[src/spsr_pkg.sv]
package spsr_pkg;

  localparam int unsigned ADDR_W = 12;
  localparam int unsigned DATA_W = 8;
  localparam int unsigned TOL_W  = 21;
  localparam int unsigned BW_W   = 7;

  // register offsets (byte addresses)
  localparam logic [ADDR_W-1:0] ADDR_LOOP_TOL  = 12'hC06;
  localparam logic [ADDR_W-1:0] ADDR_START     = 12'hC07;
  localparam logic [ADDR_W-1:0] ADDR_RESET     = 12'hC08;
  localparam logic [ADDR_W-1:0] ADDR_NV_STAT   = 12'hD00;
  localparam logic [ADDR_W-1:0] ADDR_CLK_STAT  = 12'hD01;
  localparam logic [ADDR_W-1:0] ADDR_STAT_LAST = 12'hD14;

  localparam int unsigned TRIG_BIT = 0;
  localparam int unsigned CFG_W    = 5;

  localparam logic [DATA_W-1:0] ZERO_BYTE = 8'h00;

  // loop bandwidth codes
  localparam logic [1:0] BW_50HZ  = 2'h0;
  localparam logic [1:0] BW_1HZ   = 2'h1;
  localparam logic [1:0] BW_10HZ  = 2'h2;
  localparam logic [1:0] BW_100HZ = 2'h3;
  localparam logic [BW_W-1:0] BW_VAL_50  = 7'h32;
  localparam logic [BW_W-1:0] BW_VAL_1   = 7'h01;
  localparam logic [BW_W-1:0] BW_VAL_10  = 7'h0A;
  localparam logic [BW_W-1:0] BW_VAL_100 = 7'h64;

  // tolerance codes; limits in units of 0.1 ppm
  localparam logic [1:0] TOL_GENERAL = 2'h0;
  localparam logic [1:0] TOL_STRAT3  = 2'h1;
  localparam logic [1:0] TOL_SMC     = 2'h2;
  localparam logic [1:0] TOL_XTAL    = 2'h3;
  localparam logic [TOL_W-1:0] TOL_OUT_GENERAL = 21'h0F4240; // 10 %
  localparam logic [TOL_W-1:0] TOL_IN_GENERAL  = 21'h0C3500; // 8 %
  localparam logic [TOL_W-1:0] TOL_OUT_STRAT3  = 21'h000078; // 12 ppm
  localparam logic [TOL_W-1:0] TOL_IN_STRAT3   = 21'h000060; // 9.6 ppm
  localparam logic [TOL_W-1:0] TOL_OUT_SMC     = 21'h0001E0; // 48 ppm
  localparam logic [TOL_W-1:0] TOL_IN_SMC      = 21'h00017C; // 38 ppm
  localparam logic [TOL_W-1:0] TOL_OUT_XTAL    = 21'h0007D0; // 200 ppm
  localparam logic [TOL_W-1:0] TOL_IN_XTAL     = 21'h000640; // 160 ppm

  typedef struct packed {
    logic       high_phase_margin;
    logic [1:0] loop_bw;
    logic [1:0] tolerance;
  } spsr_cfg_type;

  localparam spsr_cfg_type CFG_RESET = '{1'b0, BW_50HZ, TOL_GENERAL};

  typedef struct packed {
    logic pin_rom_read;
    logic eeprom_fault;
    logic eeprom_load;
    logic eeprom_save;
  } spsr_nv_status_type;

  typedef struct packed {
    logic raw_sys_lock;
    logic vco_ok;
    logic cal_busy;
    logic analog_lock;
    logic digital_lock;
    logic sys_stable;
    logic gated_sys_lock;
  } spsr_clk_status_type;

  typedef enum logic {SPSR_IDLE, SPSR_BUSY} spsr_state_type;

endpackage

[src/spsr_soft_pin_status.sv]
// Summary of operation
// - digital_loop bandwidth code 00=50 Hz, 01=1 Hz, 10=10 Hz, 11=100 Hz.
// - tolerance code 00 gives 10%/8%, code 01 gives 12/9.6 ppm.
// - tolerance code 10 gives 48/38 ppm, code 11 gives 200/160 ppm.
// - start trigger launches ROM download without reset, clears when download finishes.
// - soft-pin reset trigger resets device, launches download, keeps map, self-clears.
// - soft-pin settings only take effect at a start or soft-pin reset trigger.
// - status range is read only; writes there change nothing.
// - the first two status registers show live values on every read.
// - nonvolatile status bit 3 set while pin-program ROM is read.
// - nonvolatile status bit 2 flags an EEPROM save or load error.
// - nonvolatile status bit 1 held set while EEPROM is read.
// - nonvolatile status bit 0 held set while EEPROM is written.
// - clock status bit 7 is the raw system_clock_multiplier lock.
// - clock status bit 6 is combined_loop_lock_flag: digital and analog loops locked.
// - clock status bit 5 set only when all three loops are locked.
// - clock status bit 4 shows the output_analog_loop loop_oscillator running properly.
// - clock status bit 3 set while loop_oscillator amplitude calibration runs.
// - clock status bit 2 is output_analog_loop lock.
// - clock status bit 1 set only after the stability timer expired.
// - clock status bit 0 is the gated system_clock_multiplier lock.
`timescale 1ns/10ps
`default_nettype none

module spsr_soft_pin_status (
  input  wire logic                        ref_clk_in,             // 50 MHz system clock
  input  wire logic                        rst_in,                 // sync reset, active high
  input  wire logic [spsr_pkg::ADDR_W-1:0] addr_in,                // register address
  input  wire logic [spsr_pkg::DATA_W-1:0] wr_data_in,             // write data
  input  wire logic                        wr_stb_in,              // write strobe
  input  wire logic                        rd_stb_in,              // read strobe
  output logic      [spsr_pkg::DATA_W-1:0] rd_data_out,            // read data, next cycle
  input  wire spsr_pkg::spsr_nv_status_type  nv_status_in,         // eeprom/rom activity
  input  wire spsr_pkg::spsr_clk_status_type clk_status_in,        // loop lock states
  input  wire logic                        rom_download_done_in,   // download finished pulse
  output logic                             rom_download_start_out, // launch download pulse
  output logic                             device_soft_reset_out,  // device reset pulse
  output spsr_pkg::spsr_cfg_type           applied_cfg_out,        // settings in effect
  output logic      [spsr_pkg::BW_W-1:0]   loop_bw_hz_out,         // bandwidth in Hz
  output logic      [spsr_pkg::TOL_W-1:0]  outer_tol_out,          // outer limit, 0.1 ppm
  output logic      [spsr_pkg::TOL_W-1:0]  inner_tol_out           // inner limit, 0.1 ppm
);
  import spsr_pkg::*;

  function automatic logic [BW_W-1:0] bw_hz(input logic [1:0] code);
    case (code)
      BW_1HZ:   bw_hz = BW_VAL_1;
      BW_10HZ:  bw_hz = BW_VAL_10;
      BW_100HZ: bw_hz = BW_VAL_100;
      default:  bw_hz = BW_VAL_50;
    endcase
  endfunction

  function automatic logic [TOL_W-1:0] tol_outer(input logic [1:0] code);
    case (code)
      TOL_STRAT3: tol_outer = TOL_OUT_STRAT3;
      TOL_SMC:    tol_outer = TOL_OUT_SMC;
      TOL_XTAL:   tol_outer = TOL_OUT_XTAL;
      default:    tol_outer = TOL_OUT_GENERAL;
    endcase
  endfunction

  function automatic logic [TOL_W-1:0] tol_inner(input logic [1:0] code);
    case (code)
      TOL_STRAT3: tol_inner = TOL_IN_STRAT3;
      TOL_SMC:    tol_inner = TOL_IN_SMC;
      TOL_XTAL:   tol_inner = TOL_IN_XTAL;
      default:    tol_inner = TOL_IN_GENERAL;
    endcase
  endfunction

  spsr_state_type state;
  spsr_state_type next_state;
  spsr_cfg_type   cfg;
  logic           start_bit;
  logic           reset_bit;

  wire logic hit_cfg   = addr_in == ADDR_LOOP_TOL;
  wire logic hit_start = addr_in == ADDR_START;
  wire logic hit_reset = addr_in == ADDR_RESET;
  wire logic hit_nv    = addr_in == ADDR_NV_STAT;
  wire logic hit_clk   = addr_in == ADDR_CLK_STAT;

  // status range has no write path at all
  wire logic wr_cfg    = wr_stb_in && hit_cfg;
  wire logic idle      = state == SPSR_IDLE;
  wire logic trig_start = wr_stb_in && hit_start && wr_data_in[TRIG_BIT] && idle;
  wire logic trig_reset = wr_stb_in && hit_reset && wr_data_in[TRIG_BIT] && idle;
  wire logic trig_any   = trig_start || trig_reset;
  wire logic finished   = (state == SPSR_BUSY) && rom_download_done_in;

  wire logic [DATA_W-1:0] nv_byte = {4'h0,
                                     nv_status_in.pin_rom_read,
                                     nv_status_in.eeprom_fault,
                                     nv_status_in.eeprom_load,
                                     nv_status_in.eeprom_save};

  wire logic loops_locked = clk_status_in.digital_lock && clk_status_in.analog_lock;

  wire logic [DATA_W-1:0] clk_byte = {clk_status_in.raw_sys_lock,
                                      loops_locked,
                                      loops_locked && clk_status_in.raw_sys_lock,
                                      clk_status_in.vco_ok,
                                      clk_status_in.cal_busy,
                                      clk_status_in.analog_lock,
                                      clk_status_in.sys_stable,
                                      clk_status_in.gated_sys_lock};

  // live status, reserved bits and unmapped addresses read zero
  wire logic [DATA_W-1:0] next_rd_data =
    hit_cfg   ? {3'h0, cfg} :
    hit_start ? {7'h00, start_bit} :
    hit_reset ? {7'h00, reset_bit} :
    hit_nv    ? nv_byte :
    hit_clk   ? clk_byte :
    ZERO_BYTE;

  always_comb begin
    next_state = state;
    case (state)
      SPSR_IDLE: begin
        if (trig_any) begin
          next_state = SPSR_BUSY;
        end
      end
      SPSR_BUSY: begin
        if (rom_download_done_in) begin
          next_state = SPSR_IDLE;
        end
      end
      default: next_state = SPSR_IDLE;
    endcase
  end

  always_ff @(posedge ref_clk_in) begin
    if (rst_in) begin
      state       <= SPSR_IDLE;
      cfg         <= CFG_RESET;
      rd_data_out <= ZERO_BYTE;
    end else begin
      state       <= next_state;
      rd_data_out <= rd_stb_in ? next_rd_data : ZERO_BYTE;
      if (wr_cfg) begin
        cfg <= spsr_cfg_type'(wr_data_in[CFG_W-1:0]);
      end
    end
  end

  // triggers: set on launch, cleared by download completion
  always_ff @(posedge ref_clk_in) begin
    if (rst_in) begin
      start_bit              <= 1'b0;
      reset_bit              <= 1'b0;
      rom_download_start_out <= 1'b0;
      device_soft_reset_out  <= 1'b0;
    end else begin
      rom_download_start_out <= trig_any;
      device_soft_reset_out  <= trig_reset;
      if (trig_start) begin
        start_bit <= 1'b1;
      end else if (finished) begin
        start_bit <= 1'b0;
      end
      if (trig_reset) begin
        reset_bit <= 1'b1;
      end else if (finished) begin
        reset_bit <= 1'b0;
      end
    end
  end

  // settings applied only at a trigger
  always_ff @(posedge ref_clk_in) begin
    if (rst_in) begin
      applied_cfg_out <= CFG_RESET;
      loop_bw_hz_out  <= BW_VAL_50;
      outer_tol_out   <= TOL_OUT_GENERAL;
      inner_tol_out   <= TOL_IN_GENERAL;
    end else if (trig_any) begin
      applied_cfg_out <= cfg;
      loop_bw_hz_out  <= bw_hz(cfg.loop_bw);
      outer_tol_out   <= tol_outer(cfg.tolerance);
      inner_tol_out   <= tol_inner(cfg.tolerance);
    end
  end

endmodule

`default_nettype wire

[config.mk]
export PLATFORM = sky130hd
export DESIGN_NAME = spsr_soft_pin_status
export DESIGN_NICKNAME = d
export VERILOG_FILES = /design/src/spsr_pkg.sv /design/src/spsr_soft_pin_status.sv
export SDC_FILE = /design/constraint.sdc
export NUM_CORES = 1
export LEC_CHECK = 0
export ABC_AREA = 1
export BUFFER_PORTS_ARGS = -buffer_cell sky130_fd_sc_hd__buf_4
export CAP_MARGIN = 20
export CORE_ASPECT_RATIO = 0.9
export CORE_MARGIN = 2
export CORE_UTILIZATION = 45
export CTS_BUF_LIST = sky130_fd_sc_hd__clkbuf_4 sky130_fd_sc_hd__clkbuf_8 sky130_fd_sc_hd__clkbuf_16
export DETAILED_ROUTE_END_ITERATION = 10
export PLACE_DENSITY = 0.79
export SLEW_MARGIN = 20
export SYNTH_ARGS = -nofsm -noshare
export SYNTH_HDL_FRONTEND = slang
export SYNTH_SLANG_ARGS = --single-unit
[constraint.sdc]
create_clock -name ref_clk_in -period 1.9 [get_ports ref_clk_in]
set_clock_uncertainty 0.15 [all_clocks]
set_input_delay 0.38 -clock ref_clk_in [delete_from_list [all_inputs] [get_ports ref_clk_in]]
set_output_delay 0.38 -clock ref_clk_in [all_outputs]
set_load 0.1 [all_outputs]
Word level (Yosys, flattened, before mapping)
Cells that the tools add are included.
- output and inout port bits: 64
- register bits after elaboration: 72
- bits of input ports: 36
- equal/unequal tests: 11
- bitwise gates (word level): 3
- reductions and logical operators: 15
- multiplexer cells: 14
- operator list (cell ; number):
    case mux 20 bit (3 select lines) ; 2
    == test 12 bit, second input constant ; 5
    2-to-1 mux 5 bit ; 5
    case mux 7 bit (3 select lines) ; 1
    logical AND 1 bit ; 10
    == test 2 bit, second input constant ; 4
    OR reduction 7 bit ; 1
    2-to-1 mux 1 bit ; 5
    == test 2 x 1 -> 1 bit, second input constant ; 2
    nonzero test 2 bit ; 2
    inverter 1 bit ; 3
    case mux 1 bit (2 select lines) ; 1
    OR reduction 2 bit ; 1
    logical OR 1 bit ; 1

Depth between registers and ports, before layout
Gate-level depths: netlist (run 1).
- word-level depth: 7
- depth in mapped cells: 11

Worst setup path before layout (run 1)
Ideal clock, no wire load.
- path type: reg-to-output
- start: reg, netlist name inner_tol_out[18]
- end: out inner_tol_out[13] (netlist name)
- data arrival time: 1.495 ns
- cell stages (with the launch flop): 2
- setup slack: -0.125 ns
- data required time: 1.370 ns
- cell sequence: dfxtp_1 buf_4
- RTL lines (what ; RTL line ; RTL):
    end, declared ; spsr_soft_pin_status.sv:41 ; output logic [spsr_pkg::TOL_W-1:0] inner_tol_out

Worst setup path in the final report (run 1)
- start: reg inner_tol_out[18] (netlist name)
- end: out inner_tol_out[18] (netlist name)
- RTL lines (what ; RTL line ; RTL):
    start signal, assigned ; spsr_soft_pin_status.sv:183 ; inner_tol_out <= tol_inner(cfg.tolerance);
No word-level cell between the ends.

==> impl_metrics.ini, run 1 <==
[outcome]
outcome = complete, no violations

[synthesis]
synth_top_area_share_pct = 39.0
synth_area_um2 = 2000
syn_avg_cell_area_um2 = 7.59
yosys.cell_types.count = 27
synth_edf_count = 0
synth_top_area_cell = dfxtp_1
synthArstFlopShare_pct = 0
synth-main-ff-cell = dfxtp_1
synth_warnings = 0
postSynthCellCount = 264
synth-seq-area-share_pct = 39.0
ys_ff_latch = 39
synth_commonest_cells = nand2_1, inv_1, dfxtp_1
synth.area.top_cells = dfxtp_1, buf_4, nand2_1
synth_most_common_cell = nand2_1

[power]
pwr-share-comb_pct = 15.5
peakVddDrop_mv = 0.267
clkPwrFrac_pct = 34.5
swShare_pct = 30.3
seqPwrFrac_pct = 50.0
powerDensity_nw_per_um2 = 640
intPower_mw = 1.14
p_leak_nw = 1.37
p_sw_mw = 0.495

[worst_setup_path]
crit_end = inner_tol_out[18]
ff2ff_path_depth = 6
cp.buffers_inverters = 1
r2r_slack_ps = 360
cp_cell_sequence = buf_4
reg2reg_from = state
critical_path.top_delay_family = flip-flops
worstPathMaxFanout = 10
r2r_end = applied_cfg_out[2]
slowest_stage = dfxtp_2
crit_path_start = inner_tol_out[18]
cp.required_ps = 1370
critPathKind = register to output port
worst_setup_path_start_kind = register
worstPathArrival_ps = 1030
cp-end-kind = output port
worstSetupPathDepth = 1
crit_path_max_incr_delay_ps = 410

[floorplanning]
die_w_um = 74.3
start_util_pct = 45.8
die-area_um2 = 5000
boundaryPins = 100
rows = 23
core_area_um2 = 4370
die_height_um = 67.3

[timing]
max_freq_mhz = 640
setup_violations = 0
final.period_utilization_pct = 82.3
rsz0062_at_grt = no
setup-tns-final_ps = 0
fin_ws_ps = 337
report.final.hold_viol_count = 0
fin_crit_ps = 1560
maxSlewViolCount = 0

[grt]
grt_max_degree = 25
grt_pass1_vias = 1596
grt-ovfl-total = 0
grt_pass1_wl_mm = 6.65
top_usage_layer = met2
gr-usage-all-layers_pct = 17.7
antenna_found_initial = 0
gr-usage-met1_pct = 20.0
grt_util_met2_pct = 30.5
use_met3_pct = 5.22

[cells_and_area]
diodes = 0
drive_above_1_share_pct = 31.8
syn_to_final_growth_pct = 27.4
fin_nets = 373

[clock_network]
ctsRootBufferMaster = clkbuf_8
cts_buffer_depth = 2
cts.sinks = 39
clk_latency_ps = 300
cts_tree = yes
cts_buffers = 5
htree_levels = 2
clkTransAtPathRegs_ps = 80
cts_repair_resize_count = 0
ctsHoldBuffers = 0
post_cts_buffers = 0

[placed_design]
dp_hpwl_mm = 3.16
pre_cts_ws_ps = 46.4
gp_congestion = 0.845
port_buffers = 78

[detailed_routing]
wl_per_cell_um = 10.6
drt_iter0_drc = 31
vias = 1707
vias_per_cell = 4.35
drt_pass1_iterations = 4
post-route-drc-count = 0
ant_nets = 0
wl_mm = 4.17

[min_path]
hold_path_class = input pin to register

[job]
maxCapViolCount = 0
[layer usage]
metal  routed length, µm  part of all wire, %
met1                1830                   44
met2                2000                   48
met3                 258                  6.2
met4                  75                  1.8
met5                   0                    0
[registers in the layout, summed over array words and instances, names as in the netlist]
register	flops
state	1
rd_data_out	8
device_soft_reset_out	1
rom_download_start_out	1
cfg	5
start_bit	1
loop_bw_hz_out	6
reset_bit	1
outer_tol_out	3
applied_cfg_out	5
inner_tol_out	7
[layout by cell type (no fill, tap or decap)]
cell,n
dfxtp_2,6
nand2_2,3
o21ai_0,14
nor2_8,1
inv_1,43
nor3_1,3
o21ai_1,1
o31ai_1,1
o21ai_2,1
nand3b_1,1
clkbuf_4,1
nand2_1,51
o211ai_1,8
clkinvlp_4,1
clkinv_2,1
o311ai_0,1
nor2_1,11
nor2_4,2
clkbuf_8,5
dfxtp_1,33
nor3_2,1
ha_1,8
nand3_1,17
conb_1,18
buf_4,81
a211oi_1,1
nor2_2,1
inv_2,1
a21oi_1,13
nand4_1,1
[final cells by class]
cell class / count / area [µm²]
fillers: 427 / 1820
multi-input cells: 158 / 825
flip-flops and latches: 39 / 788
repair buffers: 81 / 608
inverters: 44 / 165
well taps: 62 / 77.6
clock buffers: 6 / 76.3
clock inverters: 2 / 12.5
[power by group through the flow]
stage                     sequential (mW)  clock, mW  combinational, mW
after global placement              0.836          0              0.251
after detailed placement            0.836          0              0.253
after CTS                           0.817      0.582              0.253
final                               0.817      0.564              0.253
after floorplan                     0.836          0              0.217
after global routing                0.816      0.616              0.265
[per-stage QoR]
step                hold WS (ps)  power (mW)  cells  utilization, %  area, µm²
detailed placement           296        1.09    384            56.3       2460
global route                 152        1.70    392            58.4       2550
global placement             301        1.09    384            56.3       2460
CTS                          137        1.65    392            58.4       2550
floorplan                    294        1.05    280               -       2070
finish                       144        1.63    392            58.4       2550
[how the worst min path moves through the flow]
stage,start,end,slack (ps),cells past startpoint
floorplan,reset_bit,reset_bit,290,2
global placement,loop_bw_hz_out[4],loop_bw_hz_out[4],300,2
detailed placement,loop_bw_hz_out[4],loop_bw_hz_out[4],300,2
CTS,clk_status_in[5],rd_data_out[4],140,3
global route,clk_status_in[5],rd_data_out[4],150,3
finish,clk_status_in[5],rd_data_out[4],140,3
[logic make-up after synthesis]
| group | share of synthesized area [%] |
|---|---|
| and+or+nand+nor | 21.2 |
| buffers and inverters | 22.9 |
| AOI/OAI and AO/OA | 11.6 |
| DFF | 39.0 |
| adders and majority gates | 5.00 |
| other | 0.375 |
Note: power is estimated with default switching activity, not from simulation.
==> run 2: changes to the inputs <==
--- a/config.mk
+++ b/config.mk
@@ -5,7 +5,7 @@
 export SDC_FILE = /design/constraint.sdc
 export NUM_CORES = 1
 export LEC_CHECK = 0
-export ABC_AREA = 1
+export ABC_AREA = 0
 export BUFFER_PORTS_ARGS = -buffer_cell sky130_fd_sc_hd__buf_4
 export CAP_MARGIN = 20
 export CORE_ASPECT_RATIO = 0.9
@@ -13,7 +13,7 @@
 export CORE_UTILIZATION = 45
 export CTS_BUF_LIST = sky130_fd_sc_hd__clkbuf_4 sky130_fd_sc_hd__clkbuf_8 sky130_fd_sc_hd__clkbuf_16
 export DETAILED_ROUTE_END_ITERATION = 10
-export PLACE_DENSITY = 0.79
+export PLACE_DENSITY = 0.8
 export SLEW_MARGIN = 20
 export SYNTH_ARGS = -nofsm -noshare
 export SYNTH_HDL_FRONTEND = slang
==> constraint.sdc (replaced) <==
create_clock -name ref_clk_in -period 1.52 [get_ports ref_clk_in]
set_clock_uncertainty 0.15 [all_clocks]
set_input_delay 0.304 -clock ref_clk_in [delete_from_list [all_inputs] [get_ports ref_clk_in]]
set_output_delay 0.304 -clock ref_clk_in [all_outputs]
set_load 0.1 [all_outputs]
==> run 2 against run 1 <==
The flow now finishes with violations (setup timing). Register-to-register slack worse by 650 ps. Hold slack got worse by 73 ps. Routed wire length increased by 34%. Via count up 10%. First-iteration DRC count grew to 4.0 times the previous value. Largest cell class unchanged. Sequential power is 25% higher. Largest power group is now clock. Power increased by 51%.
==> impl_metrics.ini, run 2 <==
[power]
p_leak_nw = 1.36
power_mw = 2.46
peakVddDrop_mv = 0.722
powerDensity_nw_per_um2 = 821

[synthesis]
synth_xor_area_share_pct = 0
postSynthCellCount = 219
synth_area_um2 = 1910
synth-main-ff-cell = dfxtp_1
synth.area.top_cells = dfxtp_1, buf_4, nand2_1
synth_edf_count = 0
synth_top_family_by_area = simple AND/OR/NAND/NOR gates
synth.mux.area_fraction_pct = 2.29
synth_warnings = 0
syn_avg_cell_area_um2 = 8.72
ys_ff_latch = 39
synth_top_area_share_pct = 40.9
synth_most_common_cell = dfxtp_1
yosys.area_share.simple_pct = 20.6
synthAdderAreaFrac_pct = 5.24
synthArstFlopShare_pct = 0
synth_top_area_cell = dfxtp_1
synth-seq-area-share_pct = 40.9
yosys.cell_types.count = 41
synth_compound_area_share_pct = 14.3
synth_commonest_cells = dfxtp_1, buf_4, nand2_1

[timing]
max_freq_mhz = 538
setup_violations = 27
setup-tns-final_ps = -5590
fin_ws_ps = -338
fin_crit_ps = 1860
rsz0062_at_grt = yes
report.final.hold_viol_count = 0
final.period_utilization_pct = 122
maxSlewViolCount = 0
hold_ws_ps = 71.3

[grt]
grt_pass1_vias = 1683
antenna_found_initial = 0
grt_pass1_wl_mm = 7.95
grt-ovfl-total = 0
gr-usage-all-layers_pct = 21.4
grt_max_degree = 18

[detailed_routing]
ant_nets = 0
vias_per_cell = 5.16
drt_pass1_iterations = 4
post-route-drc-count = 0
wl_mm = 5.57
wl_per_cell_um = 15.3
vias = 1884
drt_iter0_drc = 123

[worst_setup_path]
cp.required_ps = 1610
worstPathMaxFanout = 5
worst_setup_path_start_kind = input pin
critPathKind = input pin to register
cp-end-kind = register
worstPathArrival_ps = 1940

[cells_and_area]
seqCellArea_um2 = 793
top_register = rd_data_out
diodes = 0
finalNonFillerCells = 365
top_regs = rd_data_out: 8 flops, inner_tol_out: 7 flops, loop_bw_hz_out: 6 flops
largest_register_ffs = 8
syn_to_final_growth_pct = 57.0
post-route-util_pct = 73.6
fin_nets = 360
layout_common_cells = buf_4, dfxtp_1, nand2_1
design_area_um2 = 3000
num-fill-cells = 280
multi_input_area_um2 = 1070
drive_above_1_share_pct = 52.4
final_common_cell = buf_4

[clock_network]
clkTransAtPathRegs_ps = 80
cts_tree = yes
cts_buffer_depth = 2
cts_buffers = 5
htree_levels = 2
clk_latency_ps = 300
cts.sinks = 39
ctsRootBufferMaster = clkbuf_8

[floorplanning]
start_util_pct = 46.9
boundaryPins = 100
core_area_um2 = 4070
rows = 22
die_height_um = 65.8
die_w_um = 72.7
die-area_um2 = 4780

[placed_design]
placed_area_um2 = 2580
place_inst = 347
gp_congestion = 0.854
port_buffers = 78
dp_hpwl_mm = 3.51
pre_cts_ws_ps = -649

[outcome]
outcome = finished with violations
violations = setup timing

[job]
maxCapViolCount = 0

[min_path]
hold_path_class = input pin to register
==> run 2: cells by family after synthesis <==
family          after synthesis
compound gates               42
flops                        39
other cells                   2
mux                           4
buf+inv                      49
simple gates                 75
fa+ha+maj                     8
==> run 2: worst paths after layout <==
kind | startpoint | to | slack, ps | depth (start not counted)
setup / recovery | addr_in[1] | outer_tol_out[4] | -340 | 5
hold / removal | clk_status_in[6] | rd_data_out[5] | 70 | 2
setup reg to reg | state | outer_tol_out[4] | -290 | 4
hold reg to reg | loop_bw_hz_out[3] | loop_bw_hz_out[3] | 320 | 2
==> run 2: worst max-delay path, stage by stage <==
cell      delay, ps
buf_6            90
or4b_4          540
a2111o_1        520
or3_1           360
a21oi_1         130
==> run 2: report_power, final <==
group          switching, mW  total, mW  internal, mW
Sequential         0.0000867       1.02          1.02
Combinational          0.275      0.389         0.114
Clock                  0.380       1.05         0.674
Total                  0.655       2.46          1.81
==> run 2: cell type report <==
| cell class | instances | share of cell area, % |
|---|---|---|
| Timing Repair Buffer | 114 | 30.5 |
| Inverter | 8 | 1.00 |
| Clock inverter | 2 | 2.00 |
| Multi-Input combinational cell | 148 | 35.5 |
| Sequential cell | 39 | 26.4 |
| Clock buffer | 6 | 2.54 |
| Tap cell | 48 | 2.00 |
==> run 2: what timing repair did <==
action / in CTS / in global routing
cloned: 0 / 2
hold buffers: 0 / 0
buffers inserted: 2 / 6
endpoints found under the setup margin: 34 / 36
pin swaps: 8 / 8
gates resized for setup: 17 / 35
==> run 2: metal layers <==
layer	track usage, %	wire, µm	up-vias
met1	26.5	2280	887
met4	7.18	94	0
met2	37.0	2850	87
li1	-	-	898
met3	4.12	346	12
met5	0	0	-
==> run 3: changes to the inputs <==
--- a/config.mk
+++ b/config.mk
@@ -11,7 +11,7 @@
 export CORE_ASPECT_RATIO = 0.9
 export CORE_MARGIN = 2
 export CORE_UTILIZATION = 45
-export CTS_BUF_LIST = sky130_fd_sc_hd__clkbuf_4 sky130_fd_sc_hd__clkbuf_8 sky130_fd_sc_hd__clkbuf_16
+export CTS_BUF_LIST = sky130_fd_sc_hd__clkbuf_2
 export DETAILED_ROUTE_END_ITERATION = 10
 export PLACE_DENSITY = 0.8
 export SLEW_MARGIN = 20
==> run 3 against run 2 <==
Hold slack lost 50 ps. Clock power down 20%. Largest power group is now sequential cells. Power shrank 8.9%. Die area unchanged. Critical path depth up 3. Critical endpoint is now inner_tol_out[9]. Sequential power about the same. The flow still finishes with violations (setup timing). Critical path type unchanged.
==> impl_metrics.ini, run 3 (synthesis gave the netlist of run 2 again) <==
[grt]
antenna_found_initial = 0
grt_pass1_wl_mm = 8.66
gr-usage-met1_pct = 27.6
gr-usage-all-layers_pct = 23.7
top_usage_layer = met2
grt_max_degree = 18
grt-ovfl-total = 0
grt_pass1_vias = 1806
use_met3_pct = 6.40
grt_util_met2_pct = 42.3

[worst_setup_path]
cp.buffers_inverters = 4
cp_cell_sequence = buf_6, or4b_4, buf_8, a2111oi_4, buf_4, clkbuf_16, nand2_1, a21oi_1
cp-end-kind = register
critical_path.top_delay_family = simple AND/OR/NAND/NOR gates
worstPathArrival_ps = 2140
critPathKind = input pin to register
cp.required_ps = 1740
worst_setup_path_start_kind = input pin
crit_path_max_incr_delay_ps = 560
worstPathMaxFanout = 8
slowest_stage = or4b_4

[clock_network]
cts.sinks = 39
clk_latency_ps = 440
cts_buffer_depth = 2
clkTransAtPathRegs_ps = 230
cts_tree = yes
htree_levels = 2
cts_buffers = 5
ctsRootBufferMaster = clkbuf_2

[min_path]
hold_path_class = input pin to register

[timing]
final.period_utilization_pct = 126
fin_crit_ps = 1920
report.final.hold_viol_count = 0
setup_violations = 44
rsz0062_at_grt = yes
hold_ws_ps = 21.1
fin_ws_ps = -398
maxSlewViolCount = 0
max_freq_mhz = 521

[placed_design]
place_inst = 347
pre_cts_ws_ps = -649
gp_congestion = 0.854
port_buffers = 78
dp_hpwl_mm = 3.51

[detailed_routing]
post-route-drc-count = 0
wl_mm = 7.23
drt_iter0_drc = 171
vias = 2071
vias_per_cell = 5.48
drt_pass1_iterations = 4
ant_nets = 0
wl_per_cell_um = 19.1

[cells_and_area]
diodes = 0
top_register = rd_data_out
layout_common_cells = buf_4, buf_12, nand2_1
post-route-util_pct = 87.3
num-fill-cells = 177
fin_nets = 373
top_regs = rd_data_out: 8 flops, inner_tol_out: 7 flops, loop_bw_hz_out: 6 flops
finalNonFillerCells = 378
syn_to_final_growth_pct = 86.1
multi_input_area_um2 = 1050
final_common_cell = buf_4
largest_register_ffs = 8
drive_above_1_share_pct = 56.4
seqCellArea_um2 = 823

[floorplanning]
start_util_pct = 46.9
boundaryPins = 100
die_w_um = 72.7
die_height_um = 65.8
core_area_um2 = 4070
die-area_um2 = 4780
rows = 22

[job]
maxCapViolCount = 0

[outcome]
outcome = finished with violations
violations = setup timing

[power]
p_leak_nw = 1.57
power_mw = 2.24
powerDensity_nw_per_um2 = 631
peakVddDrop_mv = 1.19
==> run 3: cell count changes in the layout (fill, tap and decap cells not counted), moves of 9 or more <==
cell and delta:
buf_12 +27, buf_4 -41, buf_6 +9, buf_8 +11, dfxtp_1 -12
==> run 3: path summary, 6_finish.rpt <==
path,startpoint,to,slack [ps],cells past startpoint
worst max-delay path,addr_in[1],inner_tol_out[9],-400,8
worst min-delay path,clk_status_in[5],rd_data_out[4],20,3
worst min register to register,reset_bit,reset_bit,340,1
worst max register to register,state,inner_tol_out[9],-360,7
==> run 3: per-layer routing <==
| layer | vias to the layer above | routed length (µm) |
|---|---|---|
| li1 | 923 | - |
| met1 | 984 | 2620 |
| met2 | 133 | 3790 |
| met3 | 31 | 559 |
| met4 | 0 | 256 |
| met5 | - | 0 |
==> run 3: layout make-up <==
cell class,count,share of cell area [%]
timing repair buffer,127,42.1
clock buffer,6,0.844
sequential,39,23.2
multi-input combinational,148,29.7
inverter,8,0.844
clock inverter,2,1.69
tap,48,1.69
==> run 3: where the power goes <==
| group | internal, mW | switching [mW] | total, mW |
|---|---|---|---|
| logic | 0.119 | 0.278 | 0.397 |
| registers | 1.01 | 0.000144 | 1.01 |
| clock network | 0.450 | 0.385 | 0.835 |
==> run 3: metrics by stage <==
step	cell area, µm²	setup TNS, ps
after CTS	3140	-3550
after global placement	2580	-17160
after floorplan	2020	-9990
final	3560	-5120
after detailed placement	2580	-17700
after global routing	3560	-7350
==> run 3: worst register-to-register path: cells and delay by family, from the launching register on <==
family                 cells  cell delay (ps)
DFF                        1              370
AOI/OAI and AO/OA          2              490
and+or+nand+nor            2              330
buffers and inverters      3              490
==> run 3: what timing repair did <==
| item | 4_1_cts | 5_1_grt |
|---|---|---|
| gates cloned | 2 | 1 |
| hold buffers | 6 | 0 |
| pin swaps | 8 | 7 |
| endpoints found under the setup margin | 61 | 71 |
| buffers inserted | 7 | 7 |
| endpoints found under the hold margin | 7 | 0 |
| gates resized for setup | 88 | 92 |
